## config.mk

```make
export PLATFORM = sky130hd
export DESIGN_NAME = lst_top
export DESIGN_NICKNAME = d
export VERILOG_FILES = /design/src/rtl/lst_pkg.sv /design/src/rtl/lst_bit_timer.sv /design/src/rtl/lst_top.sv
export SDC_FILE = /design/constraint.sdc
export NUM_CORES = 1
export LEC_CHECK = 0
export BUFFER_PORTS_ARGS = -buffer_cell sky130_fd_sc_hd__buf_2
export CORE_ASPECT_RATIO = 0.6
export CORE_UTILIZATION = 40
export DETAILED_ROUTE_END_ITERATION = 6
export GPL_ROUTABILITY_DRIVEN = 0
export SYNTH_ARGS = -nofsm -noshare
export SYNTH_HDL_FRONTEND = slang
export SYNTH_SLANG_ARGS = --single-unit
```

## constraint.sdc

```tcl
create_clock -name hclk -period 2.2 [get_ports hclk]
set_clock_uncertainty 0.1 [all_clocks]
set_input_delay 0.33 -clock hclk [delete_from_list [all_inputs] [get_ports hclk]]
set_output_delay 0.33 -clock hclk [all_outputs]
set_load 0.01 [all_outputs]
```

## src/rtl/lst_pkg.sv

```systemverilog
package lst_pkg;

  // Register byte offsets
  localparam logic [7:0] LST_OFF_TX_BUF = 8'h00;
  localparam logic [7:0] LST_OFF_PIN_STAT = 8'h04;
  localparam logic [7:0] LST_OFF_HDR_CFG = 8'h08;
  localparam logic [7:0] LST_OFF_CTRL = 8'h0C;
  localparam logic [7:0] LST_OFF_FLAG = 8'h10;
  localparam logic [7:0] LST_OFF_INT_STAT = 8'h14;
  localparam logic [7:0] LST_OFF_INT_MASK = 8'h18;
  localparam logic [7:0] LST_OFF_BIT_DIV = 8'h1C;

  // Field positions
  localparam int LST_TXB_MSB = 7;
  localparam int LST_PIN_TX_BIT = 2;
  localparam int LST_PIN_RX_BIT = 1;
  localparam int LST_DEL_LSB = 8;
  localparam int LST_DEL_MSB = 9;
  localparam int LST_BRK_LSB = 0;
  localparam int LST_BRK_MSB = 2;
  localparam int LST_CTRL_LIN_BIT = 0;
  localparam int LST_CTRL_HDR_BIT = 1;
  localparam int LST_FLAG_RDY_BIT = 0;
  localparam int LST_FLAG_BUSY_BIT = 1;
  localparam int LST_INT_TX_BIT = 0;
  localparam int LST_INT_HDR_BIT = 1;
  localparam int LST_DIV_MSB = 15;

  // Reset values
  localparam logic [1:0] LST_DEL_RESET = 2'h0;
  localparam logic [2:0] LST_BRK_RESET = 3'h0;
  localparam logic [1:0] LST_INT_MASK_RESET = 2'h0;
  localparam logic [15:0] LST_BIT_DIV_RESET = 16'h00C7;

  // Line timing in bit times, and the sync byte value
  localparam logic [4:0] LST_BRK_MIN_BITS = 5'h0D;
  localparam logic [4:0] LST_ONE = 5'h01;
  localparam logic [4:0] LST_DATA_LAST = 5'h07;
  localparam logic [7:0] LST_SYNC_BYTE = 8'h55;

  typedef enum logic [2:0] {
    LST_IDLE,
    LST_BREAK,
    LST_DELIM,
    LST_START,
    LST_DATA,
    LST_STOP
  } lst_tx_e;

endpackage : lst_pkg

```

## src/rtl/lst_bit_timer.sv

```systemverilog
`timescale 1ns/1ps
`default_nettype none
module lst_bit_timer
  import lst_pkg::*;
(
  // Clock and reset
  input wire logic hclk,
  input wire logic hresetn,
  // Control
  input wire logic restart,
  input wire logic [15:0] div,
  // Bit boundary
  output logic tick
);

  typedef struct packed {
    logic [15:0] cnt;
    logic tick;
  } lst_timer_s;

  lst_timer_s st_reg;
  lst_timer_s st_next;

  always_comb begin
    st_next = st_reg;
    st_next.tick = 1'b0;
    if (restart) begin
      st_next.cnt = 16'h0000;
    end else if (st_reg.cnt >= div) begin
      // Greater-or-equal so a shrunk divisor cannot strand the count
      st_next.cnt = 16'h0000;
      st_next.tick = 1'b1;
    end else begin
      st_next.cnt = st_reg.cnt + 16'h0001;
    end
  end

  always_ff @(posedge hclk or negedge hresetn) begin
    if (!hresetn) begin
      st_reg <= '0;
    end else begin
      st_reg <= st_next;
    end
  end

  assign tick = st_reg.tick;

endmodule : lst_bit_timer
`default_nettype wire

```

## src/rtl/lst_top.sv

```systemverilog
`timescale 1ns/1ps
`default_nettype none
// Behaviour
// buffer to shifter move sets ready flag
// enabled transmit interrupt raised on that move
// software writes short characters right aligned
// reserved bits read zero, ignore writes
// pin status bit 2 shows transmit pin
// pin status bit 1 shows receive pin
// delimiter lasts code plus one bits
// break lasts thirteen plus extension bits
// break extension resets to zero
// header drives break low, delimiter high
module lst_top
  import lst_pkg::*;
(
  // Clock and reset
  input wire logic hclk,
  input wire logic hresetn,
  // AHB-Lite slave
  input wire logic hsel,
  input wire logic [31:0] haddr,
  input wire logic [1:0] htrans,
  input wire logic hwrite,
  input wire logic [2:0] hsize,
  input wire logic [31:0] hwdata,
  input wire logic hready,
  output logic hreadyout,
  output logic hresp,
  output logic [31:0] hrdata,
  // Serial line
  output logic serial_out_pin,
  input wire logic serial_in_pin,
  // Interrupt
  output logic irq
);

  typedef struct packed {
    logic [7:0] buf_data;
    logic buf_full;
    logic ready_flag;
    logic lin_mode;
    logic [1:0] del_code;
    logic [2:0] brk_code;
    logic [1:0] int_status;
    logic [1:0] int_mask;
    logic [15:0] bit_div;
    lst_tx_e tx_state;
    logic hdr_active;
    logic [7:0] shift;
    logic [4:0] bit_cnt;
    logic tx_pin;
    logic [2:0] rx_sync;
    logic rx_level;
    logic ap_valid;
    logic ap_write;
    logic [7:0] ap_addr;
    logic [31:0] rdata;
  } lst_state_s;

  lst_state_s st_reg;
  lst_state_s st_next;
  logic tick;
  logic timer_restart;

  // Last bit index of the break for a given extension code
  function automatic logic [4:0] brk_last(input logic [2:0] code);
    brk_last = LST_BRK_MIN_BITS - LST_ONE + {2'b00, code};
  endfunction : brk_last

  function automatic logic addr_is(input logic [7:0] a,
                                   input logic [7:0] off);
    addr_is = (a == off);
  endfunction : addr_is

  // Read value of the register at address a
  function automatic logic [31:0] reg_value(input lst_state_s s,
                                            input logic [7:0] a);
    logic [31:0] v;
    v = 32'h0000_0000;
    if (addr_is(a, LST_OFF_PIN_STAT)) begin
      v[LST_PIN_TX_BIT] = s.tx_pin;
      v[LST_PIN_RX_BIT] = s.rx_level;
    end else if (addr_is(a, LST_OFF_HDR_CFG)) begin
      v[LST_DEL_MSB:LST_DEL_LSB] = s.del_code;
      v[LST_BRK_MSB:LST_BRK_LSB] = s.brk_code;
    end else if (addr_is(a, LST_OFF_CTRL)) begin
      v[LST_CTRL_LIN_BIT] = s.lin_mode;
    end else if (addr_is(a, LST_OFF_FLAG)) begin
      v[LST_FLAG_RDY_BIT] = s.ready_flag;
      v[LST_FLAG_BUSY_BIT] = (s.tx_state != LST_IDLE);
    end else if (addr_is(a, LST_OFF_INT_STAT)) begin
      v[LST_INT_HDR_BIT:LST_INT_TX_BIT] = s.int_status;
    end else if (addr_is(a, LST_OFF_INT_MASK)) begin
      v[LST_INT_HDR_BIT:LST_INT_TX_BIT] = s.int_mask;
    end else if (addr_is(a, LST_OFF_BIT_DIV)) begin
      v[LST_DIV_MSB:0] = s.bit_div;
    end
    // Transmit buffer is write only and reads zero
    reg_value = v;
  endfunction : reg_value

  lst_bit_timer u_bit_timer (
    .hclk(hclk),
    .hresetn(hresetn),
    .restart(timer_restart),
    .div(st_reg.bit_div),
    .tick(tick)
  );

  always_comb begin
    logic wr_dp;
    logic rd_dp;
    logic buf_wr;
    logic hdr_req;
    logic [1:0] events;
    logic [1:0] clr;
    wr_dp = 1'b0;
    rd_dp = 1'b0;
    buf_wr = 1'b0;
    hdr_req = 1'b0;
    events = 2'b00;
    clr = 2'b00;
    st_next = st_reg;

    // Receive pin: three stages, level moves when last two agree
    st_next.rx_sync = {st_reg.rx_sync[1:0], serial_in_pin};
    if (st_reg.rx_sync[2] == st_reg.rx_sync[1]) begin
      st_next.rx_level = st_reg.rx_sync[2];
    end

    // Data phase of a captured transfer
    wr_dp = st_reg.ap_valid && st_reg.ap_write;
    rd_dp = st_reg.ap_valid && !st_reg.ap_write;
    st_next.ap_valid = 1'b0;

    if (wr_dp) begin
      if (addr_is(st_reg.ap_addr, LST_OFF_TX_BUF)) begin
        // Buffer only accepts bytes in SCI-compatible mode
        if (!st_reg.lin_mode) begin
          buf_wr = 1'b1;
          st_next.buf_data = hwdata[LST_TXB_MSB:0];
          st_next.buf_full = 1'b1;
          st_next.ready_flag = 1'b0;
        end
      end else if (addr_is(st_reg.ap_addr, LST_OFF_HDR_CFG)) begin
        st_next.del_code = hwdata[LST_DEL_MSB:LST_DEL_LSB];
        st_next.brk_code = hwdata[LST_BRK_MSB:LST_BRK_LSB];
      end else if (addr_is(st_reg.ap_addr, LST_OFF_CTRL)) begin
        st_next.lin_mode = hwdata[LST_CTRL_LIN_BIT];
        hdr_req = hwdata[LST_CTRL_HDR_BIT] && hwdata[LST_CTRL_LIN_BIT];
      end else if (addr_is(st_reg.ap_addr, LST_OFF_INT_MASK)) begin
        st_next.int_mask = hwdata[LST_INT_HDR_BIT:LST_INT_TX_BIT];
      end else if (addr_is(st_reg.ap_addr, LST_OFF_BIT_DIV)) begin
        st_next.bit_div = hwdata[LST_DIV_MSB:0];
      end
    end

    // Read data is registered in the single wait state
    if (rd_dp) begin
      st_next.rdata = reg_value(st_reg, st_reg.ap_addr);
      if (addr_is(st_reg.ap_addr, LST_OFF_INT_STAT)) begin
        clr = st_reg.int_status;
      end
    end

    // Address phase capture; blocked while a read stalls the bus
    if (hsel && htrans[1] && hready) begin
      st_next.ap_valid = 1'b1;
      st_next.ap_write = hwrite;
      st_next.ap_addr = haddr[7:0];
    end

    // Transmitter
    case (st_reg.tx_state)
      LST_IDLE: begin
        if (hdr_req) begin
          st_next.tx_state = LST_BREAK;
          st_next.hdr_active = 1'b1;
          st_next.bit_cnt = 5'h00;
        end else if (!st_reg.lin_mode && st_reg.buf_full && !buf_wr) begin
          // Move is held off in a buffer write cycle so a new byte is not lost
          st_next.shift = st_reg.buf_data;
          st_next.buf_full = 1'b0;
          st_next.ready_flag = 1'b1;
          events[LST_INT_TX_BIT] = 1'b1;
          st_next.hdr_active = 1'b0;
          st_next.tx_state = LST_START;
        end
      end
      LST_BREAK: begin
        if (tick) begin
          if (st_reg.bit_cnt == brk_last(st_reg.brk_code)) begin
            st_next.tx_state = LST_DELIM;
            st_next.bit_cnt = 5'h00;
          end else begin
            st_next.bit_cnt = st_reg.bit_cnt + LST_ONE;
          end
        end
      end
      LST_DELIM: begin
        if (tick) begin
          if (st_reg.bit_cnt == {3'b000, st_reg.del_code}) begin
            st_next.tx_state = LST_START;
            st_next.shift = LST_SYNC_BYTE;
            st_next.bit_cnt = 5'h00;
          end else begin
            st_next.bit_cnt = st_reg.bit_cnt + LST_ONE;
          end
        end
      end
      LST_START: begin
        if (tick) begin
          st_next.tx_state = LST_DATA;
          st_next.bit_cnt = 5'h00;
        end
      end
      LST_DATA: begin
        if (tick) begin
          st_next.shift = {1'b0, st_reg.shift[7:1]};
          if (st_reg.bit_cnt == LST_DATA_LAST) begin
            st_next.tx_state = LST_STOP;
          end else begin
            st_next.bit_cnt = st_reg.bit_cnt + LST_ONE;
          end
        end
      end
      LST_STOP: begin
        if (tick) begin
          st_next.tx_state = LST_IDLE;
          if (st_reg.hdr_active) begin
            events[LST_INT_HDR_BIT] = 1'b1;
          end
          st_next.hdr_active = 1'b0;
        end
      end
      default: begin
        st_next.tx_state = LST_IDLE;
      end
    endcase

    // Line level follows the next state so it changes with the bit edge
    case (st_next.tx_state)
      LST_BREAK: st_next.tx_pin = 1'b0;
      LST_START: st_next.tx_pin = 1'b0;
      LST_DATA: st_next.tx_pin = st_next.shift[0];
      LST_DELIM: st_next.tx_pin = 1'b1;
      default: st_next.tx_pin = 1'b1;
    endcase

    // Set wins over read clear
    st_next.int_status = (st_reg.int_status & ~clr) | events;
  end

  assign timer_restart = (st_reg.tx_state == LST_IDLE) &&
                         (st_next.tx_state != LST_IDLE);

  always_ff @(posedge hclk or negedge hresetn) begin
    if (!hresetn) begin
      st_reg <= '0;
      st_reg.ready_flag <= 1'b1;
      st_reg.del_code <= LST_DEL_RESET;
      st_reg.brk_code <= LST_BRK_RESET;
      st_reg.int_mask <= LST_INT_MASK_RESET;
      st_reg.bit_div <= LST_BIT_DIV_RESET;
      st_reg.tx_state <= LST_IDLE;
      st_reg.tx_pin <= 1'b1;
      st_reg.rx_sync <= 3'h7;
      st_reg.rx_level <= 1'b1;
    end else begin
      st_reg <= st_next;
    end
  end

  assign hreadyout = !(st_reg.ap_valid && !st_reg.ap_write);
  assign hresp = 1'b0;
  assign hrdata = st_reg.rdata;
  assign serial_out_pin = st_reg.tx_pin;
  assign irq = |(st_reg.int_status & st_reg.int_mask);

endmodule : lst_top
`default_nettype wire

```

==> results of run 1 <==
==> where the power goes <==
group          leakage, nW  internal, mW  switching [mW]
clock network        0.153         0.898           0.735
registers             1.33          2.05           0.144
logic                 1.56         0.584           0.618
total                 3.04          3.53            1.50
==> final timing paths <==
kind	from	end	depth (start not counted)
setup / recovery	st_reg[32]	st_reg[68]	7
hold / removal	haddr[7]	st_reg[39]	2
setup reg to reg	st_reg[32]	st_reg[68]	7
hold reg to reg	st_next[44]	st_next[45]	0
max in group asynchronous	hresetn	st_next[44]	3
min in group asynchronous	hresetn	hrdata[13]	3
==> repair_timing <==
item,4_1_cts,5_1_grt
gates cloned,1,2
hold buffers,2,0
gates resized for setup,21,24
pin swaps,3,6
setup endpoints to repair,16,58
hold endpoints to repair,91,0
buffers inserted,4,3
==> final cells by class <==
class / count / area share, %
inverters: 24 / 1.40
multi-input cells: 342 / 39.7
repair buffers: 105 / 11.3
well taps: 170 / 3.31
flip-flops and latches: 101 / 39.5
clock buffers: 9 / 3.50
clock inverters: 7 / 1.28
==> metal layers <==
metal / global-route usage [%] / share of wire [%]
met1: 29.0 / 53
met5: 0 / 0
met2: 26.2 / 40
met4: 5.00 / 1.1
met3: 5.43 / 5.4
==> critical path, stage by stage (launching register included) <==
cell	delay [ps]
dfrtp_1	380
or4_4	550
buf_6	140
nor2_4	70
and4_4	200
and2b_2	190
buf_8	160
mux2_4	300
==> metrics by stage <==
stage | utilization [%] | total power [mW] | worst slack (ps) | area [um^2] | setup TNS [ps]
6_report | 49.9 | 5.03 | -17.6 | 6430 | -126
3_3_place_gp | 45.5 | 3.28 | -44.1 | 5870 | -493
5_1_grt | 49.9 | 5.29 | -85.7 | 6430 | -1530
3_5_place_dp | 45.5 | 3.31 | -89.7 | 5870 | -1040
4_1_cts | 49.2 | 4.97 | -95.9 | 6340 | -1250
2_1_floorplan | - | 2.88 | -6.02 | 5370 | -48.2
==> logic make-up (layout without fill, tap and decap cells) <==
logic type,count (synthesis),count (layout)
AOI/OAI and AO/OA,69,69
and+or+nand+nor,172,172
adders and majority gates,19,19
other,1,17
buffers and inverters,76,145
DFF,101,101
muxes,47,47
xor gates and xnor gates,18,18
==> cells in the final DEF (no fill, tap or decap), drive strengths merged, types with 4 or more instances in the layout <==
cell	count
o21ai	13
and4	4
clkinv	5
o21bai	5
conb	17
a21o	4
o21a	4
and3	6
nand3	25
nor2	30
mux2	42
dfrtp	90
buf	103
a22o	5
nand4	7
xnor2	15
a21oi	10
nand2	55
ha	18
dfstp	11
nor3	9
o211ai	4
clkbuf	9
nor2b	7
inv	25
a211oi	6
nor3b	6
==> impl.org, run 1 <==
** Outcome
- Status :: finished with violations
- Violated checks :: setup timing

** CTS
- Clock latency on the worst-skew pair :: roughly 350 ps
- Root buf cell :: clkbuf_16
- After clock tree synthesis, the clock-pin slew on the worst setup and hold paths is 70 ps.
- CTS buffer count :: 9
- TritonCTS clock tree :: yes
- The clock net in this run drives a total of 101 sinks.
- Buffer levels on the longest clock path :: 2
- H-tree depth :: 3

** GRT
- Overflow left after global routing :: 0
- Number of antenna violations at the first check in global routing :: 0
- Pin count of the biggest net entering global routing :: about 100
- The number of global-route vias before repair came to around 3700.
- For this run, the total global-route usage over all layers was measured as 19.1%.
- The first global-routing pass estimated ~20 mm of wire.

** Synthesis
- Share of the synthesized area in compound gates (AO/OA/AOI/OAI) :: roughly 9.1%
- Main flop type after synthesis :: dfrtp_1
- Post-synthesis share of cell area spent on full adders, half adders and majority gates :: 4.43%
- Mapped cell area :: 5310 um^2
- Post-synthesis xor/xnor area fraction :: 2.97%
- Yosys Warn Count :: 0
- In the synthesized netlist the async set-or-reset flop fraction comes to 100%.
- Largest cells by area after synthesis :: dfrtp_1 (42%), mux2_2 (8.9%), dfstp_2 (5.4%)
- Main combinational cell family by area after synthesis :: simple AND/OR/NAND/NOR gates
- Yosys mapped the design onto a little over 60 distinct sky130hd cell types.
- Summing the areas of all and, or, nand and nor instances in the mapped netlist gives between 10% and 20% of the synthesized area.
- Each instance of the synthesized netlist takes up on average ~11 um^2.
- Count leader, synth :: dfrtp_1
- Count of flip-flops with a built-in enable after synthesis :: 0
- After technology mapping, the gate count stands at roughly 500.
- Summing the sequential cell areas from Yosys gives a little under half of the chip area.
- Of the post-synthesis cell area, the dominant cell type holds 42.4%.
- Share of cell area taken by muxes after synthesis :: about 10%
- The largest total area in the synthesized netlist belongs to dfrtp_1.
- Counting flops and latches in the post-synthesis netlist gives slightly above 100.
- The commonest cells after synthesis are dfrtp_1 (90), nand2_1 (55), mux2_2 (42).

** Final layout
- Final-layout fill cell count :: roughly 1200
- Antenna cells :: 0
- Combined flip-flop and latch cell area :: between 2000 and 3000 um^2
- Max reg flops :: 65
- Compared with the post-synthesis result, the final layout area differs by 21.1%.
- Ratio of cells with drive above 1 in the final layout :: ~34%
- Number of nets in the layout :: 676
- The multi-input combinational cells in the finished layout cover a total of 2550 um^2.
- Non-filler cells in the finished layout :: around 760

** Drt
- Detailed-route wire length :: 12.4 mm
- Via-per-instance ratio :: a little over 5
- Across all layers, the routed design uses 3914 vias.
- In the final routed layout, each cell accounts on average for around 16 um.
- Once detail routing completed, the nets flagged for antenna violations numbered 0.
- The detailed router finished its first iteration with 251 violations.
- The first detailed-routing pass took 6 iterations.
- DRC violation count after routing :: 0

** Timing
- Setup violations remaining at the end of the flow were counted as 8.
- On the final layout, the worst hold slack is 102 ps.
- Measured against its own limit, the worst slew margin works out to 62.2%.
- Final min period :: 2220 ps
- Final Hold Fails :: 0
- After layout, the worst setup slack is -17.6 ps.
- Timing would allow up to around 0.45 GHz.
- RSZ-0062 raised after global routing :: yes
- In the finished design, the share of the clock period the worst path needs comes to 101%.
- For the pin with the worst max-slew slack, the measured transition is 567 ps.
- Max Transition Viols Final :: 0

** Floorplan
- approximately 110 I/O pins were placed.
- Vert. Die Dim :: between 90 and 100 um
- Measured along the x axis, the die boundary spans ~150 um.
- Core Footprint :: roughly 13000 um^2
- The floorplan has 32 rows.
- Total die area :: 13700 um^2
- The initial utilization of the core area, before any placement, comes to 41.2%.

** Setup path
- Data required time of the worst path :: 2340 ps
- Endpoint kind of the worst setup timing path :: register
- The critical path is of the reg2reg type.
- Data on the critical path arrives at its endpoint at about 2400 ps.
- Top fanout value on the critical path :: 8
- STA classifies the critical path startpoint as a register.
- The worst register-to-register path has a setup slack of -20 ps.

** Placement
- The wire-length estimate of the detail-placed layout is 8.81 mm.
- In this run the tool buffered the top-level ports with 49 buffer cells.
- Once placement completed, the tool counted placed cells totaling ~730.

** Pwr
- For this design the ratio of total power to cell area is 783 nW/um^2.
- VDD sags by at most roughly 0.33 mV.
- Leak Pwr :: about 3.0 nW

** Flow run
- Max cap viols :: 0

** Hold path
- Type of the worst min-delay path :: in2reg
No activity file was read; power rests on OpenSTA's default activity.
==> run 2, diff against run 1 <==
Settings changed: TNS_END_PERCENT set to 10.
==> impl.org, run 2 (synthesized netlist as in run 1, its figures left out) <==
** Pwr
- Overall power of the completed layout :: around 4.9 mW
- Net switching power figure :: between 1 and 1.5 mW
- Cell internal power was estimated by the tool at ~3.4 mW.
- Leak Pwr :: between 2 and 3 nW
- P per Cell Area :: approximately 780 nW/um^2
- The share of total power dissipated in combinational logic is between 20% and 30%.
- The worst-case IR drop observed on VDD is ~0.41 mV.
- Of the total power, the share spent switching nets is between 30% and 40%.
- Portion of total power attributed to sequential cells :: between 40% and 50%
- Of the total power, the clock network draws between 30% and 40%.

** Final layout
- Signed area change from the synthesized netlist to the final layout :: 17.8%
- Post-Layout Inst Area :: 6250 um^2
- Most frequent standard cell in the layout excluding fill and tap cells :: dfrtp_1
- Max reg flops :: 65
- In the layout the commonest cells are dfrtp_1 (89), nand2_1 (55), buf_2 (48), buf_4 (47), mux2_2 (41).
- In the final layout, flip-flops and latches occupy around 2500 um^2.
- In the final layout, the share of cells above drive strength 1 is around 32%.
- In the final layout, the multi-input gates occupy about 2400 um^2.
- Antenna cells :: 0
- Number of nets in the layout :: ~670
- Final-layout fill cell count :: 1186

** Timing
- The final-report hold violation count was 0.
- Max Transition Viols Final :: 0
- Setup violations remaining at the end of the flow were counted as 14.
- Smallest hold slack :: around 110 ps
- Max Clk Rate :: 0.445 GHz
- Setup repair after global routing could not meet its margin everywhere.
- For the pin with the worst max-slew slack, the measured transition is just under 600 ps.
- In the post-route analysis, the smallest setup slack over all paths is -46.0 ps.
- Final min period :: 2250 ps
- Final cycle utilization of the critical path :: 102%
- Measured against its own limit, the worst slew margin works out to about three fifths.

** Outcome
- Violated checks :: setup timing
- The flow ran to the end, but the final reports show violations.

** CTS
- Buffer levels on the longest clock path :: 2
- Postcts setup bufs :: 0
- TritonCTS clock tree :: yes
- Buffers inserted during clock tree synthesis total 9.
- H-tree depth :: 3
- After clock tree synthesis, the clock-pin slew on the worst setup and hold paths is 80 ps.
- The later pin in the worst-skew pair is clocked with a latency of about 360 ps.
- Root buf cell :: clkbuf_16
- CTS saw 101 sinks.

** Hold path
- Worst Hold Launch :: hwdata[11]
- The tightest min-delay check is of the in2reg type.
- For hold timing, the worst endpoint is st_reg[75].
- Counting instances, the worst hold path has a depth of 2.

** Setup path
- The critical path contains buffers and inverters numbering 2 combined.
- For the worst flop-to-flop path, the logic depth is 7.
- The endpoint identified for the worst register-to-register timing path is st_reg[76].
- R2r setup slk :: -50 ps
- Start-to-end type of the worst setup path :: reg2reg
- Crit Reg-Reg Startpoint :: st_reg[32]
- Crit path max-delay family :: simple AND/OR/NAND/NOR gates
- Critical path data arrival time :: approximately 2400 ps
- Kind of launch point of the worst setup path :: register
- The largest single stage delay on the critical path is 540 ps.
- Slowest cell on the critical path :: or4_4
- Top fanout value on the critical path :: 16
- Data required time of the worst path :: approximately 2300 ps
- Traced cell by cell, the critical path runs through or4_4 -> buf_6 -> nor2_4 -> and4_4 -> and2b_2 -> buf_12 -> mux2_2.
- Endpoint kind of the worst setup timing path :: register

** Drt
- Dividing the detail-routed wire length by the instance count gives roughly 16 um.
- DRC violation count after routing :: 0
- The count of nets left with antenna violations once routing finished came out at 0.
- Vias post-DR :: between 3000 and 4000
- The detailed router finished its first iteration with 204 violations.
- Wires add up to ~12 mm.
- Via-per-instance ratio :: 5.17
- Before antenna repair, the detailed router went through 4 iterations.

** Floorplan
- The die covers roughly 14000 um^2.
- Once the floorplan was initialized, standard cells occupied just over 40% of the core.
- Width of the die :: 151 um
- During I/O placement, the number of pins put on the boundary was about 110.
- Core Footprint :: around 13000 um^2
- The floorplan has 32 rows.
- The floorplan step set the die height to 91.2 um.

** GRT
- The first global-routing pass estimated between 20 and 25 mm of wire.
- Total GRT Usage :: between 10% and 20%
- The initial antenna violation count is 0.
- Pin count of the biggest net entering global routing :: 45
- The number of global-route vias before repair came to 3756.
- The total overflow left after global routing is 0.

** Flow run
- Max cap viols :: 0

** Placement
- HPWL after detailed placement :: 9.10 mm
- Setup Slack @ Placement :: -76.9 ps
- Post-placement cell area :: a little under 6000 um^2
- # port buffers :: 49
-- run 2: cell count changes in the layout (fill, tap and decap cells not counted), moves of 2 or more --
cell / delta
mux2_2: +20
mux2_4: -20
a211oi_1: +3
a211oi_2: -3
clkinv_2: -2
clkinvlp_4: +2
inv_8: +2
nor4bb_2: -2
-- run 2: area by class of cell --
type	instances	area share (%)
sequential	101	40.6
clock inverter	6	0.880
tap	170	3.40
inverter	24	1.44
multi-input combinational	342	39.0
timing repair buffer	101	10.9
clock buffer	10	3.66
-- run 2: worst max path at each step --
stage / to / start / depth (start not counted)
6_report: st_reg[76] / st_reg[32] / 7
5_1_grt: st_reg[76] / st_reg[32] / 7
4_1_cts: st_reg[68] / st_reg[32] / 7
3_5_place_dp: st_reg[68] / st_reg[32] / 7
3_3_place_gp: st_reg[79] / st_reg[32] / 7
2_1_floorplan: st_reg[69] / st_reg[32] / 7
-- run 2: power by group through the flow --
| stage | clock, mW | sequential, mW | combinational, mW |
|---|---|---|---|
| floorplan | 0 | 2.19 | 0.683 |
| global placement | 0 | 2.21 | 1.08 |
| detailed placement | 0 | 2.22 | 1.10 |
| CTS | 1.57 | 2.18 | 1.12 |
| global route | 1.64 | 2.21 | 1.26 |
| finish | 1.53 | 2.19 | 1.14 |
-- run 2: stage by stage --
stage	util [%]	setup TNS, ps	std cells
floorplan	-	-48.2	519
global placement	45.8	-466	736
detailed placement	45.8	-903	736
CTS	48.2	-824	754
global route	48.5	-2090	754
finish	48.5	-419	754
-- run 2: metal layers --
metal  global-route usage (%)  up-vias  wire [um]
li1                         -     1883          -
met1                     30.5     1877       6160
met2                     26.1      125       4960
met3                     4.62       11        996
met4                     4.00        0         85
met5                        0        -          0
-- run 2: repair_timing --
action | CTS | global route
setup endpoints to repair | 20 | 48
pin swaps | 0 | 2
resized for setup | 3 | 9
hold endpoints to repair | 34 | 0
hold buffers | 2 | 0
==> run 3, diff against run 2 <==
Clock period 2.2 ns to 2.4 ns, I/O delays scaled along.
==> impl.org, run 3 (synthesized netlist as in run 1, its figures left out) <==
** Timing
- The final-report hold violation count came to 0.
- Max Transition Viols Final :: 0
- Max Clk Rate :: about 0.44 GHz
- Worst-Margin Slew :: about 540 ps
- RSZ-0062 raised after global routing :: no
- Final setup fails :: 0
- Dividing the final minimum period by the clock period gives between 90 and 100%.
- Final min period :: around 2300 ps
- Smallest hold slack :: about 140 ps
- Post-route setup TNS :: 0 ps
- Worst slew margin relative to its limit :: between 60% and 70%

** GRT
- Entering global routing, the biggest net connects 102 pins.
- Met2 usage in global routing :: around a quarter
- The first global-routing pass estimated 19.3 mm of wire.
- The total overflow left after global routing is 0.
- After global routing, the most crowded layer is met1.
- Number of global-route vias before repair :: ~3600
- For this run, global-route usage on met3 was measured as under 10%.
- Global routing used a little under a third of the available met1 tracks.
- The initial antenna violation count came to 0.
- Across every metal layer, demand over resource in global routing totals 18.6%.

** Drt
- The routed layout has between 3000 and 4000 vias.
- Starting DRT DRC Count :: 210
- DRC violation count after routing :: 0
- Via-per-instance ratio :: approximately 5.1
- The first detailed-routing pass ran for 4 iterations.
- In the final routed layout, each cell accounts on average for roughly 16 um.
- Number of nets still failing antenna checks after routing :: 0
- Detailed-route wire length :: 11.6 mm

** Pwr
- Leak Pwr :: around 2.9 nW
- VDD sags by at most 0.302 mV.
- Portion of total power attributed to sequential cells :: a little over two fifths
- Internal portion of total power :: roughly 3.3 mW
- Per report_power, the combinational group accounts for around 20% of the total.
- Overall power of the completed layout :: approximately 4.6 mW
- For this design the ratio of total power to cell area is 755 nW/um^2.
- For this design the total switching power over the nets is between 1 and 1.5 mW.
- Share of power burned in the clock network :: around 36%
- In this run switching power makes up between 20 and 30% of total power.

** Final layout
- The register with the most flip-flops in the layout has 65 of them.
- The top cell types in the final layout, fill and taps aside, are dfrtp_1 (90), nand2_1 (55), buf_2 (48), mux2_2 (42), nor2_1 (28).
- Final-layout fill cell count :: 1200
- Summing all flip-flop and latch instances after layout gives about 2500 um^2.
- Area used by multi-input combinational logic :: roughly 2400 um^2
- Antenna cells :: 0
- Leaving out fill and tap cells, the most frequent cell in the layout is dfrtp_1.
- Signed area change from the synthesized netlist to the final layout :: 14.9%
- Post-Layout Inst Area :: around 6000 um^2
- Ratio of cells with drive above 1 in the final layout :: between 20% and 30%
- The final layout contains approximately 650 nets.

** Setup path
- Data arrives at the worst endpoint at approximately 2400 ps.
- Top fanout value on the critical path :: 9
- Kind of launch point of the worst setup path :: register
- Start-to-end type of the worst setup path :: reg2reg
- The worst setup path is captured at a register.
- Data required time of the worst path :: roughly 2500 ps

** Hold path
- The path class of the tightest hold or removal check is in2reg.

** CTS
- Buffer levels on the longest clock path :: 2
- H-tree depth :: 3
- Clock latency on the worst-skew pair :: 350 ps
- TritonCTS built the clock tree.
- For this design, the sink count on the clock tree is 101.
- After clock tree synthesis, the clock-pin slew on the worst setup and hold paths is about 70 ps.
- Root buf cell :: clkbuf_16
- CTS buffer count :: 9

** Placement
- Post-placement cell area :: ~5700 um^2
- # port buffers :: approximately 50
- HPWL after detailed placement :: 8.47 mm

** Flow run
- Max cap viols :: 0

** Floorplan
- For this design the top-level I/O count stands at approximately 110.
- From left edge to right edge, the die measures between 150 and 200 um.
- Total die area :: between 10000 and 15000 um^2
- After floorplanning, the core was divided into 32 placement rows.
- In this run the standard cell core region covers 12900 um^2.
- Initial Util :: roughly 41%
- Measured along the y axis, the die boundary spans ~91 um.

** Outcome
- Status :: complete, no violations
-- run 3: cell count changes in the layout (fill, tap and decap cells not counted), moves of 2 or more --
cell / before / now
and2b_1: 0 / 2
and2b_2: 2 / 0
buf_4: 47 / 25
bufinv_16: 0 / 3
inv_8: 2 / 0
-- run 3: routing by layer --
metal | routed length, um | vias up
li1 | - | 1827
met1 | 6180 | 1800
met2 | 4520 | 103
met3 | 798 | 10
met4 | 104 | 0
met5 | 0 | -
-- run 3: critical path, stage by stage, from the launching register on --
cell and delay, ps:
dfrtp_1 400, or4_4 560, nor4_1 210, buf_4 170
nand2_1 80, nor2_4 130, buf_12 150, mux2_2 330
-- run 3: layout make-up --
cell class              count  share of cell area, %
clock buffers              11                   3.82
repair buffers             78                   8.33
inverters                  24                   1.48
flip-flops and latches    101                   41.7
well taps                 170                   3.49
clock inverters             5                   1.74
multi-input cells         342                   39.5
-- run 3: path summary, 6_finish.rpt --
check | slack [ps] | startpoint | depth (start not counted) | end
setup / recovery | 140 | st_reg[32] | 7 | st_reg[97]
hold / removal | 140 | hwdata[12] | 2 | st_reg[76]
setup reg to reg | 140 | st_reg[32] | 7 | st_reg[97]
hold reg to reg | 270 | st_next[45] | 0 | st_reg[45]
max in group asynchronous | 1270 | hresetn | 3 | st_reg[90]
min in group asynchronous | 510 | hresetn | 3 | hrdata[11]
-- run 3: repair_timing --
action                                 CTS  global route
setup endpoints to repair                0             5
endpoints found under the hold margin   12             0
hold buffers                             2             0
setup buffers                            0             3
gates resized for setup                  0             3
-- run 3: stage by stage --
stage / util [%] / setup WS [ps] / std cells
after floorplan: - / 65.7 / 519
after global placement: 44.2 / 74.2 / 710
after detailed placement: 44.2 / 63.9 / 710
after CTS: 47.0 / 51.4 / 728
after global routing: 47.3 / 3.84 / 731
final: 47.3 / 145 / 731
-- run 3: power by group through the flow --
stage,registers [mW],clock network [mW],logic [mW]
2_1_floorplan,2.01,0,0.623
6_report,2.02,1.65,0.930
3_3_place_gp,2.05,0,0.852
5_1_grt,2.05,1.78,1.04
3_5_place_dp,2.05,0,0.860
4_1_cts,2.02,1.70,0.869
